**config.mk**
```make
export PLATFORM = sky130hd
export DESIGN_NAME = lnu_lin_ctrl
export DESIGN_NICKNAME = d
export VERILOG_FILES = /design/src/include/lnu_pkg.sv /design/src/rtl/lnu_lin_ctrl.sv /design/src/rtl/lnu_rx_filter.sv
export VERILOG_INCLUDE_DIRS = /design/src /design/src/include
export SDC_FILE = /design/constraint.sdc
export NUM_CORES = 1
export LEC_CHECK = 0
export ABC_AREA = 1
export BUFFER_PORTS_ARGS = -buffer_cell sky130_fd_sc_hd__clkbuf_2
export CORE_UTILIZATION = 35
export DETAILED_ROUTE_END_ITERATION = 16
export PLACE_DENSITY = 0.54
export SETUP_SLACK_MARGIN = 0.3
export SLEW_MARGIN = 20
export SYNTH_ARGS = -nofsm -noshare
export SYNTH_HDL_FRONTEND = slang
export SYNTH_SLANG_ARGS = --single-unit
```
**constraint.sdc**
```tcl
create_clock -name i_ref_clk -period 4.2 [get_ports i_ref_clk]
set_input_delay 0.21 -clock i_ref_clk [delete_from_list [all_inputs] [get_ports i_ref_clk]]
set_output_delay 0.21 -clock i_ref_clk [all_outputs]
set_load 0.05 [all_outputs]
```
**src/include/lnu_params.svh**
```systemverilog
// Purpose: Offsets, field positions and reset values of the LIN channel control block
// Assumes: Register indices are word indices; byte address is four times the index
// Notes: Definitions only
`ifndef LNU_PARAMS_SVH
`define LNU_PARAMS_SVH

// Register word indices
`define LNU_IDX_CHAN_CTRL 12'hf43
`define LNU_IDX_CFG 12'hf40
`define LNU_IDX_IRQ_STAT 12'hf44
`define LNU_IDX_IRQ_MASK 12'hf45
`define LNU_IDX_LIVE 12'hf46

// Bank select values for the shared control index
`define LNU_BANK_FILTER 3'h1
`define LNU_BANK_LIN 3'h2

// Filter register fields
`define LNU_NF_EN_BIT 7
`define LNU_NF_WIDTH_LSB 4
`define LNU_NF_RO_MASK 8'h0f
`define LNU_NF_MIN_BITS 4
`define LNU_NF_MAX_BITS 11

// LIN mode register fields
`define LNU_LIN_MASTER_BIT 7
`define LNU_LIN_SLAVE_BIT 6
`define LNU_LIN_AB_EN_BIT 5
`define LNU_LIN_AB_IEN_BIT 4
`define LNU_LIN_PHASE_LSB 2
`define LNU_LIN_BREAK_LSB 0

// Configuration register fields
`define LNU_CFG_BANK_LSB 0
`define LNU_CFG_MP_BIT 3
`define LNU_CFG_PAR_BIT 4

// Interrupt event bits
`define LNU_EV_AUTOBAUD 0
`define LNU_EV_BREAK 1
`define LNU_EV_NUM 2

// Break lengths in bit times
`define LNU_BREAK_BITS_13 4'hd
`define LNU_BREAK_BITS_14 4'he

// Reset values
`define LNU_RST_BYTE 8'h00
`define LNU_RST_BANK 3'h0

`endif

```
**src/include/lnu_pkg.sv**
```systemverilog
// Purpose: Types shared by the LIN channel control block
// Assumes: Constants live in lnu_params.svh
// Notes: Phase enum order matches the two-bit field encoding
package lnu_pkg;

    typedef enum logic [1:0] {
        PH_SLEEP,
        PH_WAIT_BREAK,
        PH_AUTOBAUD,
        PH_ACTIVE
    } lnu_phase_t;

    typedef enum logic [1:0] {
        ROLE_UART,
        ROLE_MASTER,
        ROLE_SLAVE
    } lnu_role_t;

endpackage

```
**src/rtl/lnu_lin_ctrl.sv**
```systemverilog
// Purpose: APB register block for the receive noise filter and LIN mode control
// Assumes: All inputs synchronous to i_ref_clk; APB master holds the request until pready
// Notes: Each access takes two cycles in the access phase; registers sit in byte lane 0
//
// Decided for this implementation: the APB register port.
`timescale 1ns/1ps
`default_nettype none
`include "lnu_params.svh"

// Overview of operation
// - Bank select value one maps the noise filter register onto the shared control index.
// - With the filter enable set, received data goes through the filter, otherwise it bypasses it.
// - The three-bit width code picks a filter counter of four up to eleven bits.
// - The low four bits of the filter register read zero and ignore writes, and software writes zeros.
// - Bank select value two maps the LIN mode register onto the shared control index.
// - The master bit selects master role only with multiprocessor, parity and slave bits clear.
// - The slave bit selects slave role only with multiprocessor, parity and master bits clear.
// - Autobaud enable acts only while the channel is a LIN slave.
// - In slave role with autobaud interrupt enable and the autobaud mask bit set, a finished autobaud raises an interrupt and the done flag.
// - The bus phase field encodes sleep, wait for break, autobaud and active, the middle two slave only.
// - In master role, break code zero gives thirteen bit times and code one gives fourteen.
module lnu_lin_ctrl
    import lnu_pkg::*;
(
    // Clock and reset
    input wire logic i_ref_clk,
    input wire logic i_rst,
    // APB slave
    input wire logic i_psel,
    input wire logic i_penable,
    input wire logic i_pwrite,
    input wire logic [15:0] i_paddr,
    input wire logic [31:0] i_pwdata,
    input wire logic [3:0] i_pstrb,
    output logic o_pready,
    output logic [31:0] o_prdata,
    output logic o_pslverr,
    // Interrupt
    output logic o_irq,
    // Receive path
    input wire logic i_rx_raw,
    output logic o_rx_filtered,
    // Events from the receiver
    input wire logic i_break_seen,
    input wire logic i_autobaud_char_done,
    // Mode outputs to the UART datapath
    output logic o_lin_master,
    output logic o_lin_slave,
    output logic o_autobaud_run,
    output logic o_multiproc_en,
    output logic o_parity_en,
    output logic [1:0] o_bus_phase,
    output logic [3:0] o_break_bit_times
);

    // Role decode, shared by the mode flops and the phase machine
    function automatic lnu_role_t lnu_role(input logic master, input logic slave,
                                           input logic mp, input logic par);
        lnu_role_t r;
        r = ROLE_UART;
        if (!mp && !par) begin
            if (master && !slave) begin
                r = ROLE_MASTER;
            end else if (slave && !master) begin
                r = ROLE_SLAVE;
            end
        end
        return r;
    endfunction

    // Address decode, used for the read mux and for the write strobes
    function automatic logic lnu_hit(input logic [15:0] addr, input logic [11:0] idx);
        return (addr[1:0] == 2'b00) && (addr[15:14] == 2'b00) && (addr[13:2] == idx);
    endfunction

    // Registers
    localparam logic [7:0] RST_FILTER = `LNU_RST_BYTE;
    logic [2:0] bank_q;
    logic multiproc_q;
    logic parity_q;
    logic nf_en_q;
    logic [2:0] nf_width_q;
    logic lin_master_q;
    logic lin_slave_q;
    logic ab_en_q;
    logic ab_ien_q;
    lnu_phase_t phase_q;
    lnu_phase_t phase_d;
    logic [1:0] break_code_q;
    logic [`LNU_EV_NUM-1:0] irq_stat_q;
    logic [`LNU_EV_NUM-1:0] irq_mask_q;
    logic [`LNU_EV_NUM-1:0] events;
    logic [`LNU_EV_NUM-1:0] rd_clr;
    logic [`LNU_EV_NUM-1:0] irq_live;

    // Bus handshake
    logic pready_q;
    logic [31:0] prdata_q;
    logic pslverr_q;
    logic [7:0] rd_byte;
    logic rd_mapped;
    logic acc_start;
    logic acc_done;
    logic wr_lane0;
    logic wr_chan;
    logic wr_filter;
    logic wr_lin;
    logic wr_cfg;
    logic wr_mask;
    logic rd_stat_done;

    // Mode flops
    lnu_role_t role;
    logic lin_master_o_q;
    logic lin_slave_o_q;
    logic ab_run_q;
    logic irq_q;
    logic [3:0] break_bits_q;
    logic [7:0] lin_byte;
    logic [7:0] filter_byte;

    assign acc_start = i_psel && i_penable && !pready_q;
    assign acc_done = i_psel && i_penable && pready_q;
    assign wr_lane0 = acc_done && i_pwrite && i_pstrb[0];
    assign wr_chan = wr_lane0 && lnu_hit(i_paddr, `LNU_IDX_CHAN_CTRL);
    assign wr_filter = wr_chan && (bank_q == `LNU_BANK_FILTER);
    assign wr_lin = wr_chan && (bank_q == `LNU_BANK_LIN);
    assign wr_cfg = wr_lane0 && lnu_hit(i_paddr, `LNU_IDX_CFG);
    assign wr_mask = wr_lane0 && lnu_hit(i_paddr, `LNU_IDX_IRQ_MASK);
    assign rd_stat_done = acc_done && !i_pwrite && lnu_hit(i_paddr, `LNU_IDX_IRQ_STAT);

    assign filter_byte = {nf_en_q, nf_width_q, 4'h0};
    assign lin_byte = {lin_master_q, lin_slave_q, ab_en_q, ab_ien_q, phase_q, break_code_q};

    // Read mux, captured at the first access edge
    always_comb begin
        rd_byte = 8'h00;
        rd_mapped = 1'b1;
        if (lnu_hit(i_paddr, `LNU_IDX_CHAN_CTRL)) begin
            if (bank_q == `LNU_BANK_FILTER) begin
                rd_byte = filter_byte;
            end else if (bank_q == `LNU_BANK_LIN) begin
                rd_byte = lin_byte;
            end
        end else if (lnu_hit(i_paddr, `LNU_IDX_CFG)) begin
            rd_byte = {3'h0, parity_q, multiproc_q, bank_q};
        end else if (lnu_hit(i_paddr, `LNU_IDX_IRQ_STAT)) begin
            rd_byte = {6'h00, irq_stat_q};
        end else if (lnu_hit(i_paddr, `LNU_IDX_IRQ_MASK)) begin
            rd_byte = {6'h00, irq_mask_q};
        end else if (lnu_hit(i_paddr, `LNU_IDX_LIVE)) begin
            rd_byte = {2'h0, ab_run_q, lin_slave_o_q, lin_master_o_q, o_rx_filtered, irq_q, 1'b0};
        end else begin
            rd_mapped = 1'b0;
        end
    end

    // APB answer: pready one cycle after the access phase opens
    always_ff @(posedge i_ref_clk) begin
        if (i_rst) begin
            pready_q <= 1'b0;
            prdata_q <= 32'h0000_0000;
            pslverr_q <= 1'b0;
        end else if (acc_start) begin
            pready_q <= 1'b1;
            prdata_q <= i_pwrite ? 32'h0000_0000 : {24'h00_0000, rd_byte};
            pslverr_q <= !rd_mapped;
        end else begin
            pready_q <= 1'b0;
            prdata_q <= 32'h0000_0000;
            pslverr_q <= 1'b0;
        end
    end

    // Configuration register
    always_ff @(posedge i_ref_clk) begin
        if (i_rst) begin
            bank_q <= `LNU_RST_BANK;
            multiproc_q <= 1'b0;
            parity_q <= 1'b0;
        end else if (wr_cfg) begin
            bank_q <= i_pwdata[`LNU_CFG_BANK_LSB +: 3];
            multiproc_q <= i_pwdata[`LNU_CFG_MP_BIT];
            parity_q <= i_pwdata[`LNU_CFG_PAR_BIT];
        end
    end

    // Noise filter register
    always_ff @(posedge i_ref_clk) begin
        if (i_rst) begin
            nf_en_q <= RST_FILTER[`LNU_NF_EN_BIT];
            nf_width_q <= RST_FILTER[`LNU_NF_WIDTH_LSB +: 3];
        end else if (wr_filter) begin
            nf_en_q <= i_pwdata[`LNU_NF_EN_BIT];
            nf_width_q <= i_pwdata[`LNU_NF_WIDTH_LSB +: 3];
        end
    end

    // LIN mode register, phase kept apart since hardware moves it too
    always_ff @(posedge i_ref_clk) begin
        if (i_rst) begin
            lin_master_q <= 1'b0;
            lin_slave_q <= 1'b0;
            ab_en_q <= 1'b0;
            ab_ien_q <= 1'b0;
            break_code_q <= 2'b00;
        end else if (wr_lin) begin
            lin_master_q <= i_pwdata[`LNU_LIN_MASTER_BIT];
            lin_slave_q <= i_pwdata[`LNU_LIN_SLAVE_BIT];
            ab_en_q <= i_pwdata[`LNU_LIN_AB_EN_BIT];
            ab_ien_q <= i_pwdata[`LNU_LIN_AB_IEN_BIT];
            break_code_q <= i_pwdata[`LNU_LIN_BREAK_LSB +: 2];
        end
    end

    assign role = lnu_role(lin_master_q, lin_slave_q, multiproc_q, parity_q);

    // Phase machine; a software write forces the state over hardware
    always_comb begin
        phase_d = phase_q;
        if (wr_lin) begin
            phase_d = lnu_phase_t'(i_pwdata[`LNU_LIN_PHASE_LSB +: 2]);
        end else if (role == ROLE_SLAVE) begin
            // slave cycles through break and autobaud
            unique case (phase_q)
                PH_SLEEP: begin
                    phase_d = PH_SLEEP;
                end
                PH_WAIT_BREAK: begin
                    if (i_break_seen) begin
                        phase_d = ab_en_q ? PH_AUTOBAUD : PH_ACTIVE;
                    end
                end
                PH_AUTOBAUD: begin
                    if (!ab_en_q || i_autobaud_char_done) begin
                        phase_d = PH_ACTIVE;
                    end
                end
                PH_ACTIVE: begin
                    if (i_break_seen && ab_en_q) begin
                        phase_d = PH_AUTOBAUD;
                    end
                end
            endcase
        end
    end

    always_ff @(posedge i_ref_clk) begin
        if (i_rst) begin
            phase_q <= PH_SLEEP;
        end else begin
            phase_q <= phase_d;
        end
    end

    // Events: break while waiting or active, autobaud character finished
    always_comb begin
        events = '0;
        events[`LNU_EV_BREAK] = i_break_seen && (role == ROLE_SLAVE) &&
            (phase_q == PH_WAIT_BREAK || phase_q == PH_ACTIVE);
        events[`LNU_EV_AUTOBAUD] = i_autobaud_char_done && (role == ROLE_SLAVE) && ab_en_q &&
            (phase_q == PH_AUTOBAUD);
    end

    // Clear only what the read returned; a new event still wins
    assign rd_clr = rd_stat_done ? prdata_q[`LNU_EV_NUM-1:0] : '0;

    always_ff @(posedge i_ref_clk) begin
        if (i_rst) begin
            irq_stat_q <= '0;
        end else begin
            irq_stat_q <= (irq_stat_q & ~rd_clr) | events;
        end
    end

    always_ff @(posedge i_ref_clk) begin
        if (i_rst) begin
            irq_mask_q <= '0;
        end else if (wr_mask) begin
            irq_mask_q <= i_pwdata[`LNU_EV_NUM-1:0];
        end
    end

    // autobaud irq needs its enable and slave role
    always_comb begin
        irq_live = irq_stat_q & irq_mask_q;
        irq_live[`LNU_EV_AUTOBAUD] = irq_live[`LNU_EV_AUTOBAUD] && ab_ien_q && (role == ROLE_SLAVE);
    end

    always_ff @(posedge i_ref_clk) begin
        if (i_rst) begin
            irq_q <= 1'b0;
        end else begin
            irq_q <= |irq_live;
        end
    end

    // Role and mode outputs, registered
    always_ff @(posedge i_ref_clk) begin
        if (i_rst) begin
            lin_master_o_q <= 1'b0;
            lin_slave_o_q <= 1'b0;
            ab_run_q <= 1'b0;
        end else begin
            lin_master_o_q <= (role == ROLE_MASTER);
            lin_slave_o_q <= (role == ROLE_SLAVE);
            // measure only as slave in autobaud
            ab_run_q <= (role == ROLE_SLAVE) && ab_en_q && (phase_q == PH_AUTOBAUD);
        end
    end

    // Break length; codes above one are left at thirteen bits
    always_ff @(posedge i_ref_clk) begin
        if (i_rst) begin
            break_bits_q <= `LNU_BREAK_BITS_13;
        end else begin
            break_bits_q <= (break_code_q == 2'b01) ? `LNU_BREAK_BITS_14 : `LNU_BREAK_BITS_13;
        end
    end

    lnu_rx_filter u_rx_filter (
        .i_ref_clk(i_ref_clk),
        .i_rst(i_rst),
        .i_enable(nf_en_q),
        .i_width_code(nf_width_q),
        .i_rx_raw(i_rx_raw),
        .o_rx_filtered(o_rx_filtered)
    );

    assign o_pready = pready_q;
    assign o_prdata = prdata_q;
    assign o_pslverr = pslverr_q;
    assign o_irq = irq_q;
    assign o_lin_master = lin_master_o_q;
    assign o_lin_slave = lin_slave_o_q;
    assign o_autobaud_run = ab_run_q;
    assign o_multiproc_en = multiproc_q;
    assign o_parity_en = parity_q;
    assign o_bus_phase = phase_q;
    assign o_break_bit_times = break_bits_q;

endmodule
`default_nettype wire

```
**src/rtl/lnu_rx_filter.sv**
```systemverilog
// Purpose: Saturating up/down counter noise filter on the receive line
// Assumes: Receive input already synchronous to the clock
// Notes: Bypassed when disabled; counter tracks the raw line for a clean enable
`timescale 1ns/1ps
`default_nettype none
`include "lnu_params.svh"

module lnu_rx_filter (
    // Clock and reset
    input wire logic i_ref_clk,
    input wire logic i_rst,
    // Control
    input wire logic i_enable,
    input wire logic [2:0] i_width_code,
    // Data
    input wire logic i_rx_raw,
    output logic o_rx_filtered
);

    logic [10:0] cnt_q;
    logic [10:0] cnt_d;
    logic [10:0] full_scale;
    logic out_q;
    logic out_d;

    always_comb begin
        full_scale = 11'(({11'h000, 1'b1} << (`LNU_NF_MIN_BITS + 32'(i_width_code))) - 12'h001);
    end

    always_comb begin
        cnt_d = cnt_q;
        out_d = out_q;
        if (!i_enable) begin
            cnt_d = i_rx_raw ? full_scale : 11'h000;
            out_d = i_rx_raw;
        end else if (cnt_q > full_scale) begin
            // Narrowed width; clamp so saturation still works
            cnt_d = full_scale;
        end else begin
            if (i_rx_raw && cnt_q != full_scale) begin
                cnt_d = cnt_q + 11'h001;
            end else if (!i_rx_raw && cnt_q != 11'h000) begin
                cnt_d = cnt_q - 11'h001;
            end
            if (cnt_d == full_scale) begin
                out_d = 1'b1;
            end else if (cnt_d == 11'h000) begin
                out_d = 1'b0;
            end
        end
    end

    always_ff @(posedge i_ref_clk) begin
        if (i_rst) begin
            cnt_q <= 11'h7ff;
            out_q <= 1'b1;
        end else begin
            cnt_q <= cnt_d;
            out_q <= out_d;
        end
    end

    assign o_rx_filtered = out_q;

endmodule
`default_nettype wire

```
# Yosys cells after proc, flatten, opt, wreduce, memory -nomap -nowiden
# Index checks and enable logic that the tools add are counted.
[word_totals] input_bits=60 ff_bits=75 elab_cells=146 out_inout_bits=47
[classes] n_reduce_logical=55 eq_ne=20 addsub=4 n_shift=1 n_lt_le_gt_ge=1 bitwise=5 mux=36
[ops] operator="11-bit two-way mux" count=7
[ops] operator="12-bit == test, second input constant" count=5
[ops] operator="1-bit logical AND" count=33
[ops] operator="1-bit by 32-bit << shifter with 11-bit output, first input constant" count=1
[ops] operator="6-bit two-way mux" count=4
[ops] operator="8-bit two-way mux" count=3
[ops] operator="11-bit by 1-bit subtractor with 11-bit output, second input constant" count=2
[ops] operator="2-bit two-way mux" count=10
[ops] operator="11-bit by 1-bit adder with 11-bit output, second input constant" count=1
[ops] operator="11-bit == test" count=1
[ops] operator="11-bit greater-than comparator" count=1
[ops] operator="11-bit zero test" count=1
[ops] operator="1-bit two-way mux" count=11
[ops] operator="11-bit != test" count=1
[ops] operator="11-bit nonzero test" count=1
[ops] operator="1-bit zero test" count=9
[ops] operator="3-bit != test, second input constant" count=3
[ops] operator="2-bit case mux with 4 select lines" count=1
[ops] operator="2-bit by 1-bit == test with 1-bit output, second input constant" count=3
[ops] operator="2-bit == test, second input constant" count=3
[ops] operator="2-bit zero test" count=3
[ops] operator="3-bit by 3-bit adder with 4-bit output, first input constant" count=1
[ops] operator="2-bit bitwise AND" count=2
[ops] operator="4-bit AND reduction" count=1
[ops] operator="12 further kinds" count=14

# Longest topological paths before layout
# Gate-level depths: netlist (run 1).
[depth] depth_word=13 ltp_mapped=22 ltp_nobuf=20

# Cells and area by module
# Synthesis (run 1) repeated with hierarchy kept, for this count alone.
[unflattened] cells_unflattened=577 hier_area_um2=3752.3
[by_module_without_submodules] mod="lnu_lin_ctrl" area_each_um2=1989.4 seq_area_each_um2=740.7 cells_each=275 n_inst=1
[by_module_without_submodules] mod="lnu_rx_filter" area_each_um2=1762.9 seq_area_each_um2=240.2 cells_each=302 n_inst=1

# Worst setup path before layout (run 1)
# No wires, ideal clock.
[synth_path] kind="reg-to-reg" startpoint="register nf_width_q[2]" endpoint="register u_rx_filter.out_q, in the netlist u_rx_filter.o_rx_filtered" setup_time_ns=0.122 path_stages_with_launch=20 slack_ns=1.804 required_time_ns=4.078 t_arrival_ns=2.274 cell_sequence="dfxtp_1 -> clkbuf_1 -> inv_1 -> a21oi_1 -> inv_1 -> ha_1 -> nand2_1 -> nor2_4 -> nand3_4 -> nand2_4 -> buf_12 -> nand3_1 -> nand3_2 -> nand2_1 -> nor2_1 -> nand3_1 -> o21ai_1 -> nand2_1 -> nand2_1 -> nand2_1"
[synth_via] elab_chain_len=12 word_cells_on_any_way=17 cone_classes="add/sub (2); order compare (1); eq/ne (4); shift (1); mux (6); reduce/logical (3)"
[synth_rtl] element="start: declaration" line="lnu_lin_ctrl.sv:82" source="logic [2:0] nf_width_q;"
[synth_rtl] element="start signal: assignment" line="lnu_lin_ctrl.sv:192" source="nf_width_q <= RST_FILTER[`LNU_NF_WIDTH_LSB +: 3];"
[synth_rtl] element="start signal: assignment" line="lnu_lin_ctrl.sv:195" source="nf_width_q <= i_pwdata[`LNU_NF_WIDTH_LSB +: 3];"
[synth_rtl] element="3-bit by 3-bit adder with 4-bit output (no source line) *"
[synth_rtl] element="1-bit by 32-bit << shifter with 11-bit output *" line="lnu_rx_filter.sv:27" source="full_scale = 11'(({11'h000, 1'b1} << (`LNU_NF_MIN_BITS + 32'(i_width_code))) - 12'h001);"
[synth_rtl] element="11-bit by 1-bit subtractor with 11-bit output *" line="lnu_rx_filter.sv:27"
[synth_rtl] element="11-bit != test" line="lnu_rx_filter.sv:40" source="if (i_rx_raw && cnt_q != full_scale) begin"
[synth_rtl] element="1-bit logical AND" line="lnu_rx_filter.sv:40"
[synth_rtl] element="11-bit two-way mux" line="lnu_rx_filter.sv:40"
[synth_rtl] element="11-bit two-way mux" line="lnu_rx_filter.sv:36" source="end else if (cnt_q > full_scale) begin"
[synth_rtl] element="11-bit two-way mux" line="lnu_rx_filter.sv:33" source="if (!i_enable) begin"
[synth_rtl] element="11-bit == test" line="lnu_rx_filter.sv:45" source="if (cnt_d == full_scale) begin"
[synth_rtl] element="1-bit two-way mux" line="lnu_rx_filter.sv:45"
[synth_rtl] element="1-bit two-way mux" line="lnu_rx_filter.sv:36"
[synth_rtl] element="1-bit two-way mux" line="lnu_rx_filter.sv:33"
[synth_rtl] element="end signal: assignment" line="lnu_rx_filter.sv:59" source="out_q <= out_d;"
[synth_rtl] element="end: declaration" line="lnu_rx_filter.sv:23" source="logic out_q;"
# Mark *: on every way between the ends. The rest lies on a longest branch, timed or not. The select of a mux whose other input is x is not followed.
# A chain may end at the register's enable or synchronous reset.

# Final worst setup path (run 1)
# Same ends and word-level chain as after synthesis.

==> results of run 1 <==
registers in the layout, summed over array words and instances, names as in the netlist, 2 cells and up:
name               count
bank_q                 3
break_code_q           2
irq_mask_q             2
irq_stat_q             2
nf_width_q             3
o_break_bit_times      2
o_bus_phase            2
o_prdata               8
u_rx_filter.cnt_q     11
how the worst max path moves through the flow:
stage	start	endpoint	slack (ns)	cells past startpoint
after floorplan	nf_width_q[2]$_SDFFE_PP0P_	u_rx_filter.o_rx_filtered$_SDFFE_PP1P_	1.80	19
after global placement	nf_width_q[2]$_SDFFE_PP0P_	u_rx_filter.o_rx_filtered$_SDFFE_PP1P_	1.45	17
after detailed placement	nf_width_q[2]$_SDFFE_PP0P_	u_rx_filter.o_rx_filtered$_SDFFE_PP1P_	1.43	17
after CTS	nf_width_q[2]$_SDFFE_PP0P_	u_rx_filter.o_rx_filtered$_SDFFE_PP1P_	1.40	20
after global routing	nf_width_q[2]$_SDFFE_PP0P_	u_rx_filter.o_rx_filtered$_SDFFE_PP1P_	1.05	20
final	nf_width_q[2]$_SDFFE_PP0P_	u_rx_filter.o_rx_filtered$_SDFFE_PP1P_	1.42	17
cell type report:
cell class	instances	area [µm²]
Clock buffer	5	68.8
Clock inverter	3	65.1
Fill cell	1094	5820
Inverter	69	259
Multi-Input combinational cell	407	2100
Sequential cell	49	981
Tap cell	133	166
Timing Repair Buffer	53	265
metal layers:
layer	vias to the layer above	wire, µm	share of wire	GRT usage
li1	1801	-	-	-
met1	1565	4270	0.45	0.237
met2	91	4400	0.47	0.328
met3	24	466	0.050	0.0321
met4	0	248	0.026	0.0780
met5	-	0	0	0
through the flow:
step / instance area [µm²] / hold slack (ns) / instances / util
floorplan: 3590 / 0.332 / 558 / -
global placement: 3770 / 0.450 / 711 / 0.388
detailed placement: 3770 / 0.451 / 711 / 0.388
CTS: 3910 / 0.123 / 719 / 0.401
global route: 3910 / 0.133 / 719 / 0.401
finish: 3910 / 0.124 / 719 / 0.401
worst reg2reg max path, stage by stage, from the launching register on:
cell and delay (ns):
dfxtp_1 0.49, inv_1 0.17, a21oi_1 0.24, inv_1 0.12, ha_1 0.30, nand2_1 0.08, nor2_4 0.14, nand3_4 0.12
nand2_4 0.17, inv_2 0.11, nand3_1 0.13, nand2_1 0.10, nor2_1 0.09, nand3_1 0.10, o21ai_1 0.13, nand2_1 0.06
nand2_1 0.05, nand2_1 0.05
power breakdown:
| part | internal, mW | leakage, nW | switching (mW) |
|---|---|---|---|
| registers | 0.471 | 0.399 | 0.0142 |
| logic | 0.0494 | 1.35 | 0.145 |
| clock network | 0.237 | 0.0681 | 0.166 |
cell usage after synthesis (all sizes together) (3+ instances only):
cell and count:
nand2 129, inv 69, nor2 63, dfxtp 49, nand3 44, o21ai 42
a21oi 34, buf 30, nor3 18, ha 11, nand4 9, xor2 4
a211oi 3, clkbuf 3, o211ai 3
cells by family after synthesis:
kind of cell	after synthesis	share of synthesized area
simple gates	270	0.369
buf+inv	102	0.146
compound gates	93	0.150
flops	49	0.281
fa+ha+maj	11	0.0394
xor+xnor	5	0.0125
other cells	2	0.00215
==> impl_metrics.ini, run 1 <==
[place]
gp_congestion = 0.880
dp_hpwl_um = 7440
portBuffers = 53
place_ws_ns = 1.43

[sta]
fin_worst_skew_ns = 0.00716
finalSetupViolCount = 0
drv_slew = 0
max_freq_ghz = 0.360
period_needed_ns = 2.78
max-slew-margin-rel = 0.610
rsz0062_at_grt = no
tightest_slew_ns = 0.581
fin_setup_tns_ns = 0
hold_violations = 0
post-route-period-util = 0.662
worst_slack_ns = 1.42

[clock_tree]
cts_root_buf = clkbuf_8
cts_buffers = 5
cts_max_path_buffers = 2
post_cts_resized = 0
clkTransAtPathRegs_ns = 0.09
post_cts_buffers = 0
ctsHoldBuffers = 0
cts_tree = built
clk_latency_ns = 0.31
clkSinkCount = 49
htreeDepth = 2

[setup_path]
cp.arrival_ns = 2.97
path_max_fanout = 11
worstPathCellList = inv_1 > a21oi_1 > inv_1 > ha_1 > nand2_1 > nor2_4 > nand3_4 > nand2_4 > inv_2 > nand3_1 > nand2_1 > nor2_1 > nand3_1 > o21ai_1 > nand2_1 > nand2_1 > nand2_1
crit_required_ns = 4.39
timing.rr.end = u_rx_filter.o_rx_filtered$_SDFFE_PP1P_
crit_family = simple AND/OR/NAND/NOR gates
critical_path.max_stage_delay_ns = 0.49
worstReg2RegStart = nf_width_q[2]$_SDFFE_PP0P_
critical_path.most_common_cell = nand2_1
rrSetupSlack_ns = 1.42
path_class = reg -> reg
rr_worst_depth = 17
startpoint_type = register
crit_buf_inv = 3
end_kind = register
crit_slowest_cell = dfxtp_1

[synthesis]
synth_top_cell_by_area = dfxtp_1
synth-edff-count = 0
seq_area_frac_synth = 0.281
mappedNetlistArea_mm2 = 0.00349
synth.top_cell.area_share = 0.281
async_reset_ff_frac = 0
synth.area.top_cells = dfxtp_1 28%, nand2_1 13%, inv_1 6.8%
syn_inst = 532
synth_warnings = 0
synth.distinct_cells = 43
ys_ff_latch = 49
synth.avg_cell_area_um2 = 6.56
ys.flop_type = dfxtp_1

[drt]
wl_um = 9390
wire_per_inst_um = 13.1
initialDrtViolationCount = 162
routed-via-count = 3481
antenna_left = 0
routed_via_density = 4.84
drtPass1Iterations = 4
drc = 0

[grt]
grt_use_total = 0.191
grt_max_degree = 19
grt_pass1_vias = 3286
grt_antenna_before_repair = 0
overflow = 0
grt_pass1_wl_um = 15500

[finish]
final_nets = 656
antennaDiodeCount = 0
layout_common_cells = 119 x nand2_1, 63 x inv_1, 53 x clkbuf_2
final_layout_size_suffix_gt1_frac = 0.171
final_common_cell = nand2_1
area_growth_pct = 11.9

[min_path]
min_to = bank_q[2]$_SDFFE_PP0P_
hold_path.class = in -> reg
min_path_cells = 3
hp-start = i_pwdata[2]

[power_and_ir_drop]
finalPower_mw = 1.08
vdd_drop_max_mv = 0.119
leakagePower_nw = 1.82
powerDensity_mw_per_mm2 = 277

[floorplanning]
rows = 36
initial_core_util = 0.359
die_h_um = 102
die_w_um = 102
core_mm2 = 0.00973
io_pins = 107
die-area_mm2 = 0.0104

[run_status]
status = completed

[job]
cap_violations = 0
(Power assumes the default switching activity.)
==> inputs of run 2 (changes only) <==
--- a/config.mk
+++ b/config.mk
@@ -10,7 +10,7 @@
 export BUFFER_PORTS_ARGS = -buffer_cell sky130_fd_sc_hd__clkbuf_2
 export CORE_UTILIZATION = 35
 export DETAILED_ROUTE_END_ITERATION = 16
-export PLACE_DENSITY = 0.54
+export PLACE_DENSITY = 0.56
 export SETUP_SLACK_MARGIN = 0.3
 export SLEW_MARGIN = 20
 export SYNTH_ARGS = -nofsm -noshare
==> constraint.sdc (replaced) <==
create_clock -name i_ref_clk -period 2.5 [get_ports i_ref_clk]
set_input_delay 0.125 -clock i_ref_clk [delete_from_list [all_inputs] [get_ports i_ref_clk]]
set_output_delay 0.125 -clock i_ref_clk [all_outputs]
set_load 0.05 [all_outputs]
==> run 2 against run 1 <==
Via count grew 7.0%. Final area is 14% higher. Largest power group unchanged. Hold slack worse by 0.085 ns. Die area unchanged. Total power grew 56%. Critical path depth stayed put.
==> impl_metrics.ini, run 2 (synthesized netlist as in run 1, its figures left out) <==
[power_and_ir_drop]
leakagePower_nw = 2.08
vdd_drop_max_mv = 0.261
powerDensity_mw_per_mm2 = 381
intPower_mw = 1.12
p_comb_frac = 0.223
p_switching_mw = 0.569
swShare = 0.336
clock_power_share = 0.299
pwr-share-seq = 0.478
finalPower_mw = 1.69

[grt]
grt_pass1_wl_um = 16400
grt_max_degree = 19
grt_pass1_vias = 3362
grt_use_total = 0.203
grt_antenna_before_repair = 0
overflow = 0

[clock_tree]
cts_root_buf = clkbuf_8
clkSinkCount = 49
clk_latency_ns = 0.31
clkTransAtPathRegs_ns = 0.09
cts_tree = built
cts_buffers = 5
cts_max_path_buffers = 2
htreeDepth = 2

[sta]
fin_setup_tns_ns = 0
worst_slack_ns = 0.176
fin_worst_skew_ns = 0.00315
hold_violations = 0
max_freq_ghz = 0.430
tightest_slew_ns = 0.522
max-slew-margin-rel = 0.651
finalSetupViolCount = 0
drv_slew = 0
post-route-period-util = 0.930
rsz0062_at_grt = yes
period_needed_ns = 2.32

[job]
cap_violations = 0

[finish]
final_nets = 705
antennaDiodeCount = 0
area_growth_pct = 27.0
top_register = u_rx_filter.cnt_q
final_layout_size_suffix_gt1_frac = 0.287
stdcell_count = 768
layout_common_cells = 110 x nand2_1, 57 x inv_1, 53 x clkbuf_2
largest_reg_flops = 11
n_fill_cell = 1048
final_common_cell = nand2_1

[setup_path]
critical_path.most_common_cell = nand2_1
critical_path.max_stage_delay_ns = 0.38
crit_cells = 17
worstPathCellList = nor2_4 > inv_1 > nor2_4 > ha_4 > inv_1 > nor2_4 > nand3_4 > nand2_8 > buf_6 > nand2_2 > nand2_1 > nor2_1 > nand3_2 > o21ai_1 > nand2_1 > nand2_1 > nand2_1
cp.arrival_ns = 2.52
cp-startpoint = nf_width_q[2]$_SDFFE_PP0P_
crit_slowest_cell = dfxtp_4
crit_family = simple AND/OR/NAND/NOR gates
end_kind = register
rr_worst_depth = 17
timing.rr.end = u_rx_filter.o_rx_filtered$_SDFFE_PP1P_
path_class = reg -> reg
worstReg2RegStart = nf_width_q[2]$_SDFFE_PP0P_
crit_buf_inv = 3
crit_end = u_rx_filter.o_rx_filtered$_SDFFE_PP1P_
crit_required_ns = 2.70
path_max_fanout = 5
startpoint_type = register
rrSetupSlack_ns = 0.18

[drt]
initialDrtViolationCount = 209
wl_um = 10300
drtPass1Iterations = 5
antenna_left = 0
drc = 0
wire_per_inst_um = 13.4
routed-via-count = 3726
routed_via_density = 4.85

[run_status]
status = completed

[place]
gp_congestion = 0.850
dp_hpwl_um = 7750
portBuffers = 53
place_ws_ns = 0.0115
dp_cells = 729

[floorplanning]
die_h_um = 102
io_pins = 107
core_mm2 = 0.00973
die_w_um = 102
die-area_mm2 = 0.0104
rows = 36
initial_core_util = 0.359

[min_path]
hold_path.class = in -> reg
==> run 2: changes by cell type in the layout (fill, tap and decap cells not counted), sizes merged <==
| cell | change |
|---|---|
| clkbuf | +1 |
| bufinv | -2 |
| buf | +48 |
| clkinv | +1 |
| nand2 | +1 |
==> run 2: layer usage <==
layer	global-route usage	wire length (µm)	vias to the layer above
met4	0.0648	187	0
li1	-	-	1904
met2	0.369	5120	78
met5	0	0	-
met1	0.249	4650	1728
met3	0.0267	367	16
==> run 2: what timing repair did <==
action,4_1_cts,5_1_grt
pin swaps,19,6
buffers inserted,25,4
gates resized for setup,35,11
gates cloned,1,1
hold buffers,0,0
endpoints found under the setup margin,5,10
==> run 2: how the worst min path moves through the flow <==
stage / to / from / depth (start not counted)
2_1_floorplan: irq_stat_q[0]$_SDFF_PP0_ / i_autobaud_char_done / 1
3_3_place_gp: o_pready$_SDFF_PP0_ / i_rst / 2
3_5_place_dp: o_pready$_SDFF_PP0_ / i_rst / 2
4_1_cts: o_pready$_SDFF_PP0_ / i_rst / 2
5_1_grt: o_pready$_SDFF_PP0_ / i_rst / 2
6_report: o_pready$_SDFF_PP0_ / i_rst / 2
==> run 2: metrics by stage <==
step	area [µm²]	hold WS [ns]	utilization
after global routing	4430	0.0269	0.456
final	4430	0.0392	0.456
after floorplan	3630	0.247	-
after global placement	3940	0.365	0.404
after detailed placement	3940	0.362	0.404
after CTS	4360	0.0301	0.448
==> run 2: final cells by class <==
cell class                      count  area [µm²]  area share
Multi-Input combinational cell    408        2280       0.514
Inverter                           69         267      0.0601
Timing Repair Buffer              101         634       0.143
Clock inverter                      2        13.8     0.00310
Tap cell                          133         166      0.0375
Clock buffer                        6        82.6      0.0186
Sequential cell                    49         992       0.224
==> run 2: power groups by stage <==
stage | registers [mW] | clock network (mW) | logic, mW
after detailed placement | 0.829 | 0 | 0.343
after CTS | 0.808 | 0.514 | 0.361
after global placement | 0.829 | 0 | 0.339
after floorplan | 0.831 | 0 | 0.284
final | 0.808 | 0.505 | 0.378
after global routing | 0.810 | 0.547 | 0.412
==> run 2: worst reg2reg max path: stages, from the launching register on <==
cell,delay (ns)
dfxtp_4,0.38
nor2_4,0.14
inv_1,0.11
nor2_4,0.16
ha_4,0.22
inv_1,0.09
nor2_4,0.04
nand3_4,0.14
nand2_8,0.10
buf_6,0.14
nand2_2,0.09
nand2_1,0.09
nor2_1,0.14
nand3_2,0.09
o21ai_1,0.12
nand2_1,0.06
nand2_1,0.05
nand2_1,0.05
